==> src/rtl/fsmc_regs.svh <==
`ifndef FSMC_REGS_SVH
`define FSMC_REGS_SVH
// register indices; one word each, so the byte address is four times the index
`define FSMC_IDX_FAN1_TARGET 12'h010
`define FSMC_IDX_FAN2_TARGET 12'h011
`define FSMC_IDX_DUTY_SELECT 12'h022
`define FSMC_IDX_SMOOTHING 12'h023
`define FSMC_IDX_MAIN_CONFIG 12'h000
`define FSMC_ADDR_FAN1_TARGET (`FSMC_IDX_FAN1_TARGET << 2)
`define FSMC_ADDR_FAN2_TARGET (`FSMC_IDX_FAN2_TARGET << 2)
`define FSMC_ADDR_DUTY_SELECT (`FSMC_IDX_DUTY_SELECT << 2)
`define FSMC_ADDR_SMOOTHING (`FSMC_IDX_SMOOTHING << 2)
`define FSMC_ADDR_MAIN_CONFIG (`FSMC_IDX_MAIN_CONFIG << 2)
// words of this block only, given directly as byte addresses
`define FSMC_ADDR_AUTO_DUTY 12'h030
`define FSMC_ADDR_TACH_COUNT 12'h034
`define FSMC_ADDR_STATUS 12'h038
// main configuration fields
`define FSMC_CFG_AUTO_BIT 7
`define FSMC_CFG_FAN2_RPM_BIT 6
`define FSMC_CFG_FAN1_RPM_BIT 5
// smoothing configuration fields and reset
`define FSMC_SMO_SPINUP_DIS_BIT 7
`define FSMC_SMO_RAMP_HI 6
`define FSMC_SMO_RAMP_LO 5
`define FSMC_SMO_RATE_HI 4
`define FSMC_SMO_RATE_LO 2
`define FSMC_SMO_FAN2_EN_BIT 1
`define FSMC_SMO_FAN1_EN_BIT 0
`define FSMC_SMO_RESET 8'h10
`define FSMC_CFG_RESET 8'h00
`define FSMC_DUTY_RESET 8'h00
`define FSMC_TARGET_RESET 8'hFF
// pwm frame and codes
`define FSMC_PWM_SLOTS 8'd240
`define FSMC_SLOTS_PER_CODE 8'd16
`define FSMC_COUNT_SAT 8'hFF
`define FSMC_RPM_DUTY_INIT 8'd240
// sample timing: 87.5 Hz at code 000, period in ns, then cycles at 25 ns
`define FSMC_CLK_PERIOD_NS 25
`define FSMC_BASE_RATE_PERIOD_NS 11428571
`define FSMC_BASE_RATE_CYCLES (`FSMC_BASE_RATE_PERIOD_NS / `FSMC_CLK_PERIOD_NS)
`endif

==> src/rtl/fsmc_pkg.sv <==
package fsmc_pkg;
   typedef struct packed {
      logic [11:0] paddr;
      logic pwrite;
      logic psel;
      logic penable;
      logic [31:0] pwdata;
   } fsmc_apb_req_t;

   typedef enum logic [1:0] {
      FSMC_MODE_AUTO = 2'b00,
      FSMC_MODE_DUTY = 2'b01,
      FSMC_MODE_RPM = 2'b10
   } fsmc_mode_t;

   typedef struct packed {
      logic [7:0] main_cfg;
      logic [7:0] smoothing;
      logic [7:0] duty_select;
      logic [7:0] fan1_target;
      logic [7:0] fan2_target;
   } fsmc_regs_t;
endpackage

==> src/rtl/fsmc_fan_control.sv <==
// Our own choice: the APB register port.
`timescale 1ns/100ps
`include "fsmc_regs.svh"
module fsmc_fan_control
   import fsmc_pkg::*;
#(
   parameter int BASE_CYCLES = `FSMC_BASE_RATE_CYCLES
)
(
   input wire logic pclk,
   input wire logic presetn,
   input wire logic [11:0] paddr,
   input wire logic psel,
   input wire logic penable,
   input wire logic pwrite,
   input wire logic [31:0] pwdata,
   output logic [31:0] prdata,
   output logic pready,
   output logic pslverr,
   input wire logic [7:0] fan1_auto_duty,
   input wire logic [7:0] fan2_auto_duty,
   input wire logic [7:0] fan1_tach_count,
   input wire logic [7:0] fan2_tach_count,
   input wire logic tach_valid,
   output logic fan1_pwm,
   output logic fan2_pwm,
   output logic fan1_fail,
   output logic fan2_fail,
   output logic spinup_disable,
   output logic sample_tick
);
   typedef struct packed {
      fsmc_regs_t regs;
      logic [7:0] duty1;
      logic [7:0] duty2;
      logic fail1;
      logic fail2;
      logic [31:0] rdata;
      logic ready;
      logic slverr;
      logic spin_dis;
      logic tick;
      logic pwm1;
      logic pwm2;
   } fsmc_state_t;

   fsmc_state_t st;
   fsmc_state_t next_st;
   fsmc_apb_req_t req;
   logic pwm1_raw;
   logic pwm2_raw;
   logic tick_raw;

   assign req.paddr = paddr;
   assign req.pwrite = pwrite;
   assign req.psel = psel;
   assign req.penable = penable;
   assign req.pwdata = pwdata;

   // every decoded word; anything else answers with an error
   function automatic logic addr_mapped(input logic [11:0] a);
      case (a)
         `FSMC_ADDR_MAIN_CONFIG, `FSMC_ADDR_FAN1_TARGET, `FSMC_ADDR_FAN2_TARGET,
         `FSMC_ADDR_DUTY_SELECT, `FSMC_ADDR_SMOOTHING, `FSMC_ADDR_AUTO_DUTY,
         `FSMC_ADDR_TACH_COUNT, `FSMC_ADDR_STATUS: addr_mapped = 1'b1;
         default: addr_mapped = 1'b0;
      endcase
   endfunction

   // step size in slots from the two-bit ramp code
   function automatic logic [7:0] ramp_step(input logic [1:0] code);
      ramp_step = 8'd1 << code;
   endfunction

   // move prev toward target by step, never overshooting
   function automatic logic [7:0] step_toward(input logic [7:0] prev,
                                               input logic [7:0] target,
                                               input logic [7:0] step);
      if (target > prev) begin
         step_toward = (target - prev > step) ? prev + step : target;
      end else if (target < prev) begin
         step_toward = (prev - target > step) ? prev - step : target;
      end else begin
         step_toward = prev;
      end
   endfunction

   // mode of one fan from auto bit and its mode bit
   function automatic fsmc_mode_t fan_mode(input logic [7:0] cfg, input logic rpm_bit);
      if (cfg[`FSMC_CFG_AUTO_BIT]) begin
         fan_mode = FSMC_MODE_AUTO;
      end else if (rpm_bit) begin
         fan_mode = FSMC_MODE_RPM;
      end else begin
         fan_mode = FSMC_MODE_DUTY;
      end
   endfunction

   // next duty of one fan for its mode
   function automatic logic [7:0] fan_duty(input fsmc_mode_t mode,
                                           input logic [7:0] prev,
                                           input logic [7:0] auto_duty,
                                           input logic smooth_en,
                                           input logic [7:0] step,
                                           input logic [3:0] code,
                                           input logic [7:0] target,
                                           input logic [7:0] tach,
                                           input logic upd,
                                           input logic tvalid);
      logic [7:0] capped;
      capped = (auto_duty > `FSMC_PWM_SLOTS) ? `FSMC_PWM_SLOTS : auto_duty;
      fan_duty = prev;
      case (mode)
         FSMC_MODE_AUTO: begin
            if (smooth_en) begin
               if (upd) begin
                  fan_duty = step_toward(prev, capped, step);
               end
            end else begin
               fan_duty = capped;
            end
         end
         FSMC_MODE_DUTY: begin
            fan_duty = 8'({4'd0, code} * `FSMC_SLOTS_PER_CODE);
         end
         FSMC_MODE_RPM: begin
            if (tvalid) begin
               if (tach > target) begin
                  fan_duty = (prev < `FSMC_PWM_SLOTS) ? prev + 8'd1 : prev;
               end else if (tach < target) begin
                  fan_duty = (prev > 8'd0) ? prev - 8'd1 : prev;
               end
            end
         end
         default: begin
            fan_duty = prev;
         end
      endcase
   endfunction

   fsmc_sample_tick #(
      .BASE_CYCLES(BASE_CYCLES)
   ) u_tick (
      .pclk(pclk),
      .presetn(presetn),
      .rate_code(st.regs.smoothing[`FSMC_SMO_RATE_HI:`FSMC_SMO_RATE_LO]),
      .tick(tick_raw)
   );

   fsmc_pwm_slot u_pwm1 (
      .pclk(pclk),
      .presetn(presetn),
      .duty(st.duty1),
      .pwm_out(pwm1_raw),
      .frame_start()
   );

   fsmc_pwm_slot u_pwm2 (
      .pclk(pclk),
      .presetn(presetn),
      .duty(st.duty2),
      .pwm_out(pwm2_raw),
      .frame_start()
   );

   // main next-state logic: apb slave, duties, failure flags
   always_comb begin
      fsmc_mode_t m1;
      fsmc_mode_t m2;
      logic [7:0] step;
      logic wr;
      logic rd;
      m1 = FSMC_MODE_AUTO;
      m2 = FSMC_MODE_AUTO;
      step = 8'd0;
      wr = 1'b0;
      rd = 1'b0;
      next_st = st;
      // write lands at the access edge, where the master sees pready high
      wr = req.psel && req.penable && st.ready && req.pwrite;
      rd = req.psel && !req.penable && !req.pwrite;
      // slave answers one cycle after setup; pready pulses in access
      next_st.ready = req.psel && !req.penable;
      // error decided at setup so it stands together with pready
      next_st.slverr = req.psel && !req.penable && !addr_mapped(req.paddr);
      next_st.tick = tick_raw;
      // pwm pins registered here so they leave straight from flops
      next_st.pwm1 = pwm1_raw;
      next_st.pwm2 = pwm2_raw;
      if (wr) begin
         case (req.paddr)
            `FSMC_ADDR_MAIN_CONFIG: next_st.regs.main_cfg = req.pwdata[7:0];
            `FSMC_ADDR_FAN1_TARGET: next_st.regs.fan1_target = req.pwdata[7:0];
            `FSMC_ADDR_FAN2_TARGET: next_st.regs.fan2_target = req.pwdata[7:0];
            `FSMC_ADDR_DUTY_SELECT: next_st.regs.duty_select = req.pwdata[7:0];
            `FSMC_ADDR_SMOOTHING: next_st.regs.smoothing = req.pwdata[7:0];
            // read-only and unmapped words take no write
            default: begin
            end
         endcase
      end
      if (rd) begin
         next_st.rdata = 32'h0000_0000;
         case (req.paddr)
            `FSMC_ADDR_MAIN_CONFIG: next_st.rdata[7:0] = st.regs.main_cfg;
            `FSMC_ADDR_FAN1_TARGET: next_st.rdata[7:0] = st.regs.fan1_target;
            `FSMC_ADDR_FAN2_TARGET: next_st.rdata[7:0] = st.regs.fan2_target;
            `FSMC_ADDR_DUTY_SELECT: next_st.rdata[7:0] = st.regs.duty_select;
            `FSMC_ADDR_SMOOTHING: next_st.rdata[7:0] = st.regs.smoothing;
            `FSMC_ADDR_AUTO_DUTY: next_st.rdata[15:0] = {st.duty2, st.duty1};
            `FSMC_ADDR_TACH_COUNT: next_st.rdata[15:0] = {fan2_tach_count, fan1_tach_count};
            `FSMC_ADDR_STATUS: next_st.rdata[1:0] = {st.fail2, st.fail1};
            default: next_st.slverr = 1'b1;
         endcase
      end
      // auto bit picks temperature or software control
      // clear mode bit means duty-code mode
      // set mode bit means speed mode
      m1 = fan_mode(st.regs.main_cfg, st.regs.main_cfg[`FSMC_CFG_FAN1_RPM_BIT]);
      m2 = fan_mode(st.regs.main_cfg, st.regs.main_cfg[`FSMC_CFG_FAN2_RPM_BIT]);
      step = ramp_step(st.regs.smoothing[`FSMC_SMO_RAMP_HI:`FSMC_SMO_RAMP_LO]);
      next_st.duty1 = fan_duty(m1, st.duty1, fan1_auto_duty,
                               st.regs.smoothing[`FSMC_SMO_FAN1_EN_BIT], step,
                               st.regs.duty_select[3:0], st.regs.fan1_target,
                               fan1_tach_count, tick_raw, tach_valid);
      next_st.duty2 = fan_duty(m2, st.duty2, fan2_auto_duty,
                               st.regs.smoothing[`FSMC_SMO_FAN2_EN_BIT], step,
                               st.regs.duty_select[7:4], st.regs.fan2_target,
                               fan2_tach_count, tick_raw, tach_valid);
      // failure only on saturated count in speed mode
      next_st.fail1 = (m1 == FSMC_MODE_RPM) && (fan1_tach_count == `FSMC_COUNT_SAT);
      next_st.fail2 = (m2 == FSMC_MODE_RPM) && (fan2_tach_count == `FSMC_COUNT_SAT);
      next_st.spin_dis = st.regs.smoothing[`FSMC_SMO_SPINUP_DIS_BIT];
   end

   // one register stage for the whole state
   always_ff @(posedge pclk or negedge presetn) begin
      if (!presetn) begin
         st.regs.main_cfg <= `FSMC_CFG_RESET;
         st.regs.smoothing <= `FSMC_SMO_RESET;
         st.regs.duty_select <= `FSMC_DUTY_RESET;
         st.regs.fan1_target <= `FSMC_TARGET_RESET;
         st.regs.fan2_target <= `FSMC_TARGET_RESET;
         st.duty1 <= 8'h00;
         st.duty2 <= 8'h00;
         st.fail1 <= 1'b0;
         st.fail2 <= 1'b0;
         st.rdata <= 32'h0000_0000;
         st.ready <= 1'b0;
         st.slverr <= 1'b0;
         st.spin_dis <= 1'b0;
         st.tick <= 1'b0;
         st.pwm1 <= 1'b0;
         st.pwm2 <= 1'b0;
      end else begin
         st <= next_st;
      end
   end

   assign prdata = st.rdata;
   assign pready = st.ready;
   assign pslverr = st.slverr;
   assign fan1_pwm = st.pwm1;
   assign fan2_pwm = st.pwm2;
   assign fan1_fail = st.fail1;
   assign fan2_fail = st.fail2;
   assign spinup_disable = st.spin_dis;
   assign sample_tick = st.tick;

   // software sets auto bit last; nothing to enforce here

   AST_SPINUP: assert property (@(posedge pclk) disable iff (!presetn)
      ##1 spinup_disable == $past(st.regs.smoothing[7]))
      else $error("spin-up disable does not follow bit 7");
   AST_DUTY_CODE: assert property (@(posedge pclk) disable iff (!presetn)
      st.regs.main_cfg[7:5] == 3'b000
      |=> st.duty1 == 8'({4'd0, $past(st.regs.duty_select[3:0])} * 8'd16))
      else $error("fan 1 duty does not match code");
   AST_HIGH_NIBBLE: assert property (@(posedge pclk) disable iff (!presetn)
      st.regs.main_cfg[7:6] == 2'b00
      |=> st.duty2 == 8'({4'd0, $past(st.regs.duty_select[7:4])} * 8'd16))
      else $error("fan 2 duty does not match high nibble");
   AST_NO_SMOOTH: assert property (@(posedge pclk) disable iff (!presetn)
      st.regs.main_cfg[7] && !st.regs.smoothing[0] && fan1_auto_duty <= 8'd240
      |=> st.duty1 == $past(fan1_auto_duty))
      else $error("unsmoothed duty not applied at once");
   AST_STEP: assert property (@(posedge pclk) disable iff (!presetn)
      st.regs.main_cfg[7] && st.regs.smoothing[0] && !tick_raw |=> $stable(st.duty1))
      else $error("smoothed duty moved without update");
   AST_STEP_SIZE: assert property (@(posedge pclk) disable iff (!presetn)
      st.regs.main_cfg[7] && st.regs.smoothing[0] && tick_raw
      && fan1_auto_duty > st.duty1 + 8'd8 && fan1_auto_duty <= 8'd240
      |=> st.duty1 == $past(st.duty1) + (8'd1 << $past(st.regs.smoothing[6:5])))
      else $error("ramp step size wrong");
   AST_RPM_UP: assert property (@(posedge pclk) disable iff (!presetn)
      !st.regs.main_cfg[7] && st.regs.main_cfg[5] && tach_valid
      && fan1_tach_count > st.regs.fan1_target && st.duty1 < 8'd240
      |=> st.duty1 == $past(st.duty1) + 8'd1)
      else $error("slow fan drive not raised");
   AST_RPM_DOWN: assert property (@(posedge pclk) disable iff (!presetn)
      !st.regs.main_cfg[7] && st.regs.main_cfg[5] && tach_valid
      && fan1_tach_count < st.regs.fan1_target && st.duty1 > 8'd0
      |=> st.duty1 == $past(st.duty1) - 8'd1)
      else $error("fast fan drive not lowered");
   AST_RPM_HOLD: assert property (@(posedge pclk) disable iff (!presetn)
      !st.regs.main_cfg[7] && st.regs.main_cfg[5] && !tach_valid |=> $stable(st.duty1))
      else $error("speed mode duty moved without tach update");
   AST_FAIL: assert property (@(posedge pclk) disable iff (!presetn)
      fan1_fail |-> $past(fan1_tach_count) == 8'hFF && $past(st.regs.main_cfg[5]))
      else $error("failure flag without saturated count");
   AST_FAIL2: assert property (@(posedge pclk) disable iff (!presetn)
      fan2_fail |-> $past(fan2_tach_count) == 8'hFF && $past(st.regs.main_cfg[6])
      && !$past(st.regs.main_cfg[7]))
      else $error("fan 2 failure flag without saturated count");
   AST_DUTY_MAX: assert property (@(posedge pclk) disable iff (!presetn)
      st.duty1 <= 8'd240 && st.duty2 <= 8'd240)
      else $error("duty beyond 240 slots");

   COV_AUTO_SMOOTH: cover property (@(posedge pclk) disable iff (!presetn)
      st.regs.main_cfg[7] && st.regs.smoothing[0] && tick_raw);
   COV_DUTY_MODE: cover property (@(posedge pclk) disable iff (!presetn)
      st.regs.main_cfg[7:5] == 3'b000 && st.regs.duty_select[3:0] == 4'hF);
   COV_RPM_FAIL: cover property (@(posedge pclk) disable iff (!presetn) fan1_fail);
   COV_FAN2_FAIL: cover property (@(posedge pclk) disable iff (!presetn) fan2_fail);
endmodule

==> src/rtl/fsmc_pwm_slot.sv <==
`timescale 1ns/100ps
`include "fsmc_regs.svh"
// one fan pwm output; period of 240 slots, high while slot < duty
module fsmc_pwm_slot
   import fsmc_pkg::*;
(
   input wire logic pclk,
   input wire logic presetn,
   input wire logic [7:0] duty,
   output logic pwm_out,
   output logic frame_start
);
   typedef struct packed {
      logic [7:0] slot;
      logic pwm;
      logic start;
   } fsmc_pwm_state_t;

   fsmc_pwm_state_t st;
   fsmc_pwm_state_t next_st;

   // slot counter wraps at 240
   always_comb begin
      next_st = st;
      next_st.start = 1'b0;
      if (st.slot == `FSMC_PWM_SLOTS - 8'd1) begin
         next_st.slot = 8'd0;
         next_st.start = 1'b1;
      end else begin
         next_st.slot = st.slot + 8'd1;
      end
      next_st.pwm = (next_st.slot < duty);
   end

   always_ff @(posedge pclk or negedge presetn) begin
      if (!presetn) begin
         st <= '0;
      end else begin
         st <= next_st;
      end
   end

   assign pwm_out = st.pwm;
   assign frame_start = st.start;
endmodule

==> src/rtl/fsmc_sample_tick.sv <==
`timescale 1ns/100ps
`include "fsmc_regs.svh"
// update strobe, rate doubling per code of the sample rate field
module fsmc_sample_tick
   import fsmc_pkg::*;
#(
   parameter int BASE_CYCLES = `FSMC_BASE_RATE_CYCLES
)
(
   input wire logic pclk,
   input wire logic presetn,
   input wire logic [2:0] rate_code,
   output logic tick
);
   typedef struct packed {
      logic [23:0] cnt;
      logic tick;
   } fsmc_tick_state_t;

   fsmc_tick_state_t st;
   fsmc_tick_state_t next_st;
   logic [23:0] limit;

   // each code step halves the period; floor keeps at least one cycle
   always_comb begin
      limit = 24'(BASE_CYCLES) >> rate_code;
      if (limit == 24'd0) begin
         limit = 24'd1;
      end
      next_st = st;
      next_st.tick = 1'b0;
      if (st.cnt >= limit - 24'd1) begin
         next_st.cnt = 24'd0;
         next_st.tick = 1'b1;
      end else begin
         next_st.cnt = st.cnt + 24'd1;
      end
   end

   always_ff @(posedge pclk or negedge presetn) begin
      if (!presetn) begin
         st <= '0;
      end else begin
         st <= next_st;
      end
   end

   assign tick = st.tick;
endmodule
==> config.mk <==
export PLATFORM = sky130hd
export DESIGN_NAME = fsmc_fan_control
export DESIGN_NICKNAME = d
export VERILOG_FILES = /design/src/rtl/fsmc_pkg.sv /design/src/rtl/fsmc_fan_control.sv /design/src/rtl/fsmc_pwm_slot.sv /design/src/rtl/fsmc_sample_tick.sv
export VERILOG_INCLUDE_DIRS = /design/src /design/src/rtl
export SDC_FILE = /design/constraint.sdc
export NUM_CORES = 1
export LEC_CHECK = 0
export BUFFER_PORTS_ARGS = -buffer_cell sky130_fd_sc_hd__buf_2
export CAP_MARGIN = 10
export CORE_UTILIZATION = 60
export DETAILED_ROUTE_END_ITERATION = 8
export PLACE_DENSITY = 0.78
export RECOVER_POWER = 100
export SYNTH_ARGS = -nofsm -noshare
export SYNTH_HDL_FRONTEND = slang
export SYNTH_SLANG_ARGS = --single-unit
==> constraint.sdc <==
create_clock -name pclk -period 6.5 [get_ports pclk]
set_input_delay 0 -clock pclk [delete_from_list [all_inputs] [get_ports pclk]]
set_output_delay 0 -clock pclk [all_outputs]
set_load 0.005 [all_outputs]
=== Word level (Yosys, flattened, before mapping) ===
Cells that the tools add are included.

* Bits in registers: 123
* Output and inout port bits: 40
* Logic and storage cells: 154

* Add/sub/neg operators: 16
* Magnitude comparators: 21
* Equal/unequal tests: 27
* Shift-type cells: 2
* Multiplexer cells: 41
* Reduce and logical (&&, ||, !) cells: 25

{| class="wikitable"
|+ Operators by type and width
! operator !! count
|-
| $mux W8 || 26
|-
| $gt A8 B8 Y1 || 8
|-
| $lt A8 B8 Y1 || 6
|-
| $mux W24 || 2
|-
| $pmux W8 S3 || 2
|-
| $sub A8 B8 Y8 || 6
|-
| $pmux W6 S7 || 1
|-
| $eq A12 B6 Y1 const B || 3
|-
| $add A8 B1 Y8 const B || 4
|-
| $eq A8 B8 Y1 const B || 4
|-
| $add A24 B1 Y24 const B || 1
|-
| $eq A12 B7 Y1 const B || 2
|-
| $eq A12 B8 Y1 const B || 2
|-
| $ge A24 B24 Y1 || 1
|-
| $logic_not A24 Y1 || 1
|-
| $shr A19 B3 Y24 const A || 1
|-
| $sub A24 B1 Y24 const B || 1
|-
| $ne A3 B3 Y1 const B || 6
|-
| $add A8 B8 Y8 || 2
|-
| $gt A8 B1 Y1 const B || 2
|-
| $gt A8 B8 Y1 const B || 2
|-
| $lt A8 B8 Y1 const B || 2
|-
| $pmux W2 S8 || 1
|-
| $pmux W8 S2 || 1
|-
| 17 further kinds || 45
|}

=== Depth between registers and ports, before layout ===
Gate-level depths: netlist (run 1).

* Depth in word-level cells: 10
* Mapped depth: 19
* Gate-level depth less buffers: 18

=== Modules after synthesis ===
From an unflattened synthesis (run 1), not the netlist that was laid out.

* Cells, all modules: 1,291
* Area, all modules: 11,453.5 µm²

{| class="wikitable"
|+ Modules (own cells, without submodules)
! module !! instances !! cells each !! area each (µm²) !! seq. area each (µm²)
|-
| fsmc_fan_control || 1 || 958 || 8,267.9 || 2,023.2
|-
| fsmc_sample_tick || 1 || 209 || 1,986.9 || 625.6
|-
| fsmc_pwm_slot || 2 || 62 || 599.3 || 250.2
|}

=== Least setup slack after synthesis (run 1) ===
No wires, ideal clock.

* Path kind: register to register
* Start: register st[41] (netlist name)
* End: register st[40] (netlist name)
* Setup time: 0.087 ns
* Arrival time: 3.623 ns
* Required time: 6.413 ns
* Setup slack: 2.791 ns
* Cell stages (with the launch flop): 17
* Path buffers: 0
* Path through: dfrtp_1 inv_1 ha_1 nor2b_1 o21ai_0 nand2_1 nor2_1 nor2_1 ha_1 and4_1 a21oi_1 a311o_1 or4_4 mux2_2 nand2_1 mux2_2 o211ai_1

* Word-level cells in the longest chain between the ends: 8
* Elaborated cells between the ends (all ways): 19
* Classes of those cells: 2 x add/sub; 6 x order compare; 3 x eq/ne; 7 x mux; 1 x reduce/logical

{| class="wikitable"
|+ Ends and longest elaborated chain
! what !! RTL line !! text
|-
| start, declared || fsmc_fan_control.sv:47 || <nowiki>fsmc_state_t st;</nowiki>
|-
| start signal, assigned || fsmc_fan_control.sv:256 || <nowiki>st <= next_st;</nowiki>
|-
| $sub A8 B8 Y8 || fsmc_fan_control.sv:82 || <nowiki>step_toward = (prev - target > step) ? prev - step : target;</nowiki>
|-
| $gt A8 B8 Y1 || fsmc_fan_control.sv:82 ||
|-
| $mux W8 || fsmc_fan_control.sv:82 ||
|-
| $mux W8 || fsmc_fan_control.sv:81 || <nowiki>end else if (target < prev) begin</nowiki>
|-
| $mux W8 || fsmc_fan_control.sv:79 || <nowiki>if (target > prev) begin</nowiki>
|-
| $mux W8 || fsmc_fan_control.sv:116 || <nowiki>if (upd) begin</nowiki>
|-
| $mux W8 || fsmc_fan_control.sv:115 || <nowiki>if (smooth_en) begin</nowiki>
|-
| $pmux W8 S3 || fsmc_fan_control.sv:113 || <nowiki>case (mode)</nowiki>
|}

Several ways; a longest one is shown, not always the timed one. The select of a mux whose other input is x is not followed.
A chain may end at the register's enable or synchronous reset.

=== Worst setup path in the final report (run 1) ===
Ends and elaborated chain as after synthesis.

==> results_dict.tcl, run 1 <==
set metrics [dict create \
    synth_most_common_cell "ha_1" \
    first_pass_iters 9 \
    boundaryPins 122 \
    cts_buffer_depth 2 \
    drt_iter0_markers 1008 \
    end_kind "register" \
    grt_pass1_vias 9298 \
    grt_max_degree 67 \
    areaGrowthSynthToFinish_pct 11.6 \
    p_leak_nw 5.78 \
    relSlewSlack_pct -107 \
    fillCellCount 1391 \
    p_sw_mw 1.23 \
    syn_area_per_cell_um2 8.60 \
    violations "design-rule violations, max-capacitance violations, max-slew violations" \
    insertedDiodeCount 0 \
    yosys-top-cells-count "ha_1 (133), nor2_1 (120), dfrtp_1 (106)" \
    setup_slack_ns 1.97 \
    die_h_um 136 \
    grt_antenna_before_repair 0 \
    yosysSeqAreaShare_pct 28.6 \
    seqCellArea_um2 3100 \
    wirelength_um 28500 \
    core-area_um2 17500 \
    htree_levels 4 \
    layout.nets 1559 \
    synthCells 1261 \
    slew_violations 126 \
    start_kind "register" \
    worstPathArrival_ns 4.86 \
    wl_met2_um 13200 \
    pwr-share-seq_pct 29.7 \
    clk_pin_slew_ns 0.06 \
    fin_tns_setup_ns 0 \
    maxUsedRoutingLayer "met4" \
    setup_violations 0 \
    insertion_delay_ns 0.42 \
    worst_pin_slew_ns 3.11 \
    rsz0062_at_grt "no" \
    hold_violations 0 \
    yosys_warnings 0 \
    period_share_pct 69.6 \
    start_util_pct 62.0 \
    syn-cell-area_um2 10800 \
    grt-ovfl-total 0 \
    wl_met1_um 12400 \
    grt_pass1_wl_um 45700 \
    ant_nets 0 \
    status "finished, violations left" \
    synth-async-reset-ratio_pct 100 \
    worstPathCellList "inv_1 > ha_1 > nor2b_1 > o21ai_0 > nand2_1 > nor2_1 > nor2_1 > ha_1 > and4_1 > a21oi_1 > a311o_1 > or4_1 > mux2_1 > nand2_1 > mux2_2 > o211ai_1" \
    pwr-share-comb_pct 38.8 \
    multi_input_comb_area_um2 7010 \
    intPower_mw 2.05 \
    clock-sinks 123 \
    swShare_pct 37.4 \
    ys_seq_elements 123 \
    crit_path_max_incr_delay_ns 0.65 \
    fmax_mhz 221 \
    gp_congestion 0.926 \
    clkPwrFrac_pct 31.5 \
    wl_per_cell_um 18.2 \
    yosys.area.top_type "dfrtp_1" \
    die_area_um2 18600 \
    drv_cap 2 \
    pre_cts_ws_ns 2.20 \
    dr_total_vias 9823 \
    synth_area_leaders "dfrtp_1 (24%), ha_1 (15%), nor2_1 (4.2%)" \
    synth_edf_count 0 \
    cts_resized 0 \
    ys.flop_type "dfrtp_1" \
    io_buffer_count 81 \
    synthDominantCellAreaShare_pct 24.5 \
    postCtsSetupBuffers 0 \
    clock-skew-final_ns 0.0104 \
    drc 4 \
    power_density_nw_per_um2 271 \
    die_x_um 136 \
    required_ns 6.84 \
    critical_path.max_fanout 9 \
    cts_tree "yes" \
    clock_tree.root_cell "clkbuf_16" \
    fin_crit_ns 4.53 \
    dp_hpwl_um 20800 \
    cpMaxStageDelayCell "dfrtp_1" \
    ys_types 74 \
    path_class "reg -> reg" \
    vias_per_cell 6.25 \
    routed-wl-met3_um 2040 \
    cts_buffers 17 \
    hold_path_class "in -> reg" \
    placementRows 48 \
    vdd_drop_max_mv 0.206 \
    grtUsageTotal_pct 31.5 \
    drive_gt1_share_pct 10.7 \
]
==> registers in the layout (all words and copies together), names as in the netlist <==
register and count:
sample_tick 1, u_pwm1.pwm_out 1, prdata 16, st 55, u_pwm2.pwm_out 1, next_st 1
fan2_pwm 1, u_pwm1.st 8, fan1_fail 1, fan1_pwm 1, pslverr 1, fan2_fail 1
u_tick.tick 1, u_tick.st 24, u_pwm2.st 8, pready 1, spinup_disable 1
==> kinds of logic (layout without fill, tap and decap cells) <==
group / Yosys count / after routing / share of synthesized area (%)
AOI/OAI and AO/OA: 337 / 337 / 21.0
xor gates and xnor gates: 70 / 70 / 5.65
adders and majority gates: 143 / 143 / 17.2
buffers and inverters: 174 / 243 / 7.33
DFF: 123 / 123 / 28.6
muxes: 39 / 39 / 3.89
other: 2 / 19 / 0.0693
and+or+nand+nor: 373 / 373 / 16.3
==> critical path: cells and delay by family (launching register included) <==
family,cells,cell delay [ns]
buf+inv,1,0.33
fa+ha+maj,2,0.70
mux,2,0.77
compound gates,4,0.74
flops,1,0.65
simple gates,7,1.23
==> cells in the final DEF, fill, tap and decap left out, drive strengths merged, types with 32 or more instances in the layout <==
cell type / netlist / final
clkbuf: 42 / 44
nand4: 32 / 32
a21oi: 81 / 81
inv: 93 / 97
dfrtp: 106 / 106
nand2: 91 / 91
a21o: 37 / 37
ha: 133 / 133
o21ai: 64 / 64
xnor2: 37 / 37
nor2: 121 / 121
xor2: 33 / 33
buf: 38 / 63
==> power groups by stage <==
stage               clock [mW]  sequential [mW]  combinational (mW)
floorplan                    0            0.921                1.03
finish                    1.03            0.975                1.27
detailed placement           0            0.983                1.25
global placement             0            0.983                1.20
CTS                       1.04            0.971                1.27
global route              1.08            0.986                1.43
==> path summary, 6_finish.rpt <==
kind / slack [ns] / start / to / cells after the start
worst min register to register: 0.34 / u_pwm2.pwm_out / fan2_pwm / 0
worst min-delay path: 0.01 / fan2_auto_duty[6] / st[46] / 4
min in group asynchronous: 1.14 / presetn / u_tick.st[21] / 2
worst max register to register: 1.97 / st[41] / st[40] / 16
worst max-delay path: 1.97 / st[41] / st[40] / 16
max in group asynchronous: 2.47 / presetn / prdata[2] / 3
==> cell type report <==
cell class              count  share of cell area [%]
clock inverters            15                    1.77
well taps                 225                    2.33
multi-input cells         981                    57.9
repair buffers            117                    5.92
clock buffers              17                    3.52
flip-flops and latches    123                    25.6
inverters                  94                    2.92
==> through the flow <==
step                      area, um2  hold WS (ns)  power (mW)  cells  utilization [%]
final                         12100        0.0137        3.28   1572             69.2
after global routing          12100        0.0459        3.49   1572             69.2
after CTS                     12100      0.000972        3.28   1570             69.3
after detailed placement      11200         0.104        2.23   1512             64.2
after global placement        11200        0.0949        2.19   1512             64.2
after floorplan               10900        -0.296        1.95   1278                -
==> per-layer routing <==
metal	global-route usage, %	up-vias
li1	-	4642
met1	41.4	4653
met2	50.1	446
met3	5.78	82
met4	14.3	0
met5	0	-
==> timing repair <==
action                                 in CTS  in global routing
endpoints found under the hold margin     107                  1
hold buffers                               26                  1
setup endpoints to repair                   0                  0
No activity file was read; power rests on OpenSTA's default activity.
==> inputs of run 2 (changes only) <==
clock period = 4.43 ns   (was 6.5 ns; I/O delays follow)
==> results_dict.tcl, run 2 (synthesized netlist as in run 1, its figures left out) <==
set metrics [dict create \
    cts_hold_buffers 26 \
    period_share_pct 95.2 \
    postCtsSetupBuffers 0 \
    insertion_delay_ns 0.43 \
    boundaryPins 122 \
    grtUsageTotal_pct 32.3 \
    wl_per_cell_um 18.6 \
    first_pass_iters 7 \
    pwr-share-comb_pct 41.7 \
    setup_slack_ns 0.214 \
    rsz0062_at_grt "no" \
    clk_pin_slew_ns 0.06 \
    wirelength_um 29400 \
    dp_hpwl_um 21300 \
    worstPathArrival_ns 4.55 \
    intPower_mw 2.86 \
    path_class "in -> reg" \
    violations "max-capacitance violations, max-slew violations" \
    clock-sinks 123 \
    grt_max_degree 74 \
    critical_path.max_fanout 4 \
    placementRows 48 \
    insertedDiodeCount 0 \
    vias_per_cell 6.24 \
    cts_tree "yes" \
    swShare_pct 39.0 \
    cts_buffers 17 \
    p_leak_nw 5.80 \
    relSlewSlack_pct -21.3 \
    grt_pass1_wl_um 47000 \
    pre_cts_ws_ns 0.405 \
    grt-ovfl-total 0 \
    drive_gt1_share_pct 11.6 \
    start_util_pct 62.0 \
    hold_path_class "in -> reg" \
    most-common-layout-cells "ha_1 (133), nor2_1 (119), dfrtp_1 (106)" \
    core-area_um2 17500 \
    die_area_um2 18600 \
    drt_iter0_markers 958 \
    end_kind "register" \
    grt_pass1_vias 9596 \
    start_kind "input port" \
    layout.nets 1568 \
    worst_pin_slew_ns 1.82 \
    grt_antenna_before_repair 0 \
    fmax_mhz 237 \
    cts_resized 0 \
    areaGrowthSynthToFinish_pct 11.4 \
    clkPwrFrac_pct 28.5 \
    fin_util_pct 69.1 \
    cts_buffer_depth 2 \
    holdPathStages 4 \
    drc 0 \
    p_sw_mw 1.83 \
    largest_reg_flops 55 \
    drv_cap 1 \
    required_ns 4.77 \
    power_density_nw_per_um2 389 \
    htree_levels 4 \
    ff2ff_path_depth 14 \
    clock_tree.root_cell "clkbuf_16" \
    top_register "st" \
    layout_commonest_cell "ha_1" \
    fin_tns_setup_ns 0 \
    setup_violations 0 \
    status "finished, violations left" \
    die_x_um 136 \
    ant_nets 0 \
    slew_violations 74 \
    fin_crit_ns 4.22 \
    dr_total_vias 9863 \
    clock-skew-final_ns 0.0105 \
    gp_congestion 0.908 \
    vdd_drop_max_mv 0.271 \
    power.total_mw 4.69 \
    io_buffer_count 81 \
    die_h_um 136 \
    hold_violations 0 \
    pwr-share-seq_pct 29.8 \
]
## run 2: metal layers
metal	wire length [um]	share of wire, %	global-route usage, %	vias to the layer above
met4	1050	3.6	15.1	0
met3	2210	7.5	6.08	92
met2	13400	45	51.6	443
met1	12800	43	41.9	4672
met5	0	0	0	-
li1	-	-	-	4656
## run 2: final timing paths
kind                                         from             to  slack (ns)
worst max register to register             st[42]         st[40]        0.30
min in group asynchronous                 presetn  u_tick.st[14]        0.61
worst min-delay path            fan2_auto_duty[4]         st[44]        0.03
worst min register to register     u_pwm1.pwm_out       fan1_pwm        0.35
worst max-delay path            fan2_auto_duty[6]         st[40]        0.21
max in group asynchronous                 presetn         st[95]        1.68
## run 2: layout make-up
type	count	area, um2
multi-input cells	981	7020
fillers	1410	5400
flip-flops and latches	123	3100
repair buffers	126	761
clock buffers	17	425
inverters	94	353
well taps	225	282
clock inverters	15	140
## run 2: critical path, cell delays in order
cell           delay, ns
dlygate4sd3_1       0.52
buf_2               0.12
nand4_1             0.21
nand2_1             0.24
inv_1               0.14
ha_1                0.33
nor2b_1             0.15
o21ai_0             0.21
nand2_1             0.09
nor2_1              0.09
nor2_1              0.05
ha_1                0.31
a21oi_1             0.14
a21oi_1             0.09
a311o_1             0.32
or4_4               0.46
mux2_1              0.40
nand2_1             0.15
mux2_2              0.36
o211ai_1            0.17
## run 2: power by group through the flow
stage / Clock, mW / Combinational, mW / Sequential (mW)
2_1_floorplan: 0 / 1.51 / 1.35
3_3_place_gp: 0 / 1.83 / 1.40
3_5_place_dp: 0 / 1.90 / 1.41
4_1_cts: 1.35 / 1.94 / 1.39
5_1_grt: 1.39 / 2.20 / 1.42
6_report: 1.34 / 1.96 / 1.40
## run 2: stage by stage
| stage | hold WS (ns) | cells | instance area, um2 |
|---|---|---|---|
| floorplan | -0.296 | 1278 | 10900 |
| global placement | 0.190 | 1523 | 11300 |
| detailed placement | 0.201 | 1523 | 11300 |
| CTS | 0.00979 | 1581 | 12100 |
| global route | 0.0484 | 1581 | 12100 |
| finish | 0.0271 | 1581 | 12100 |
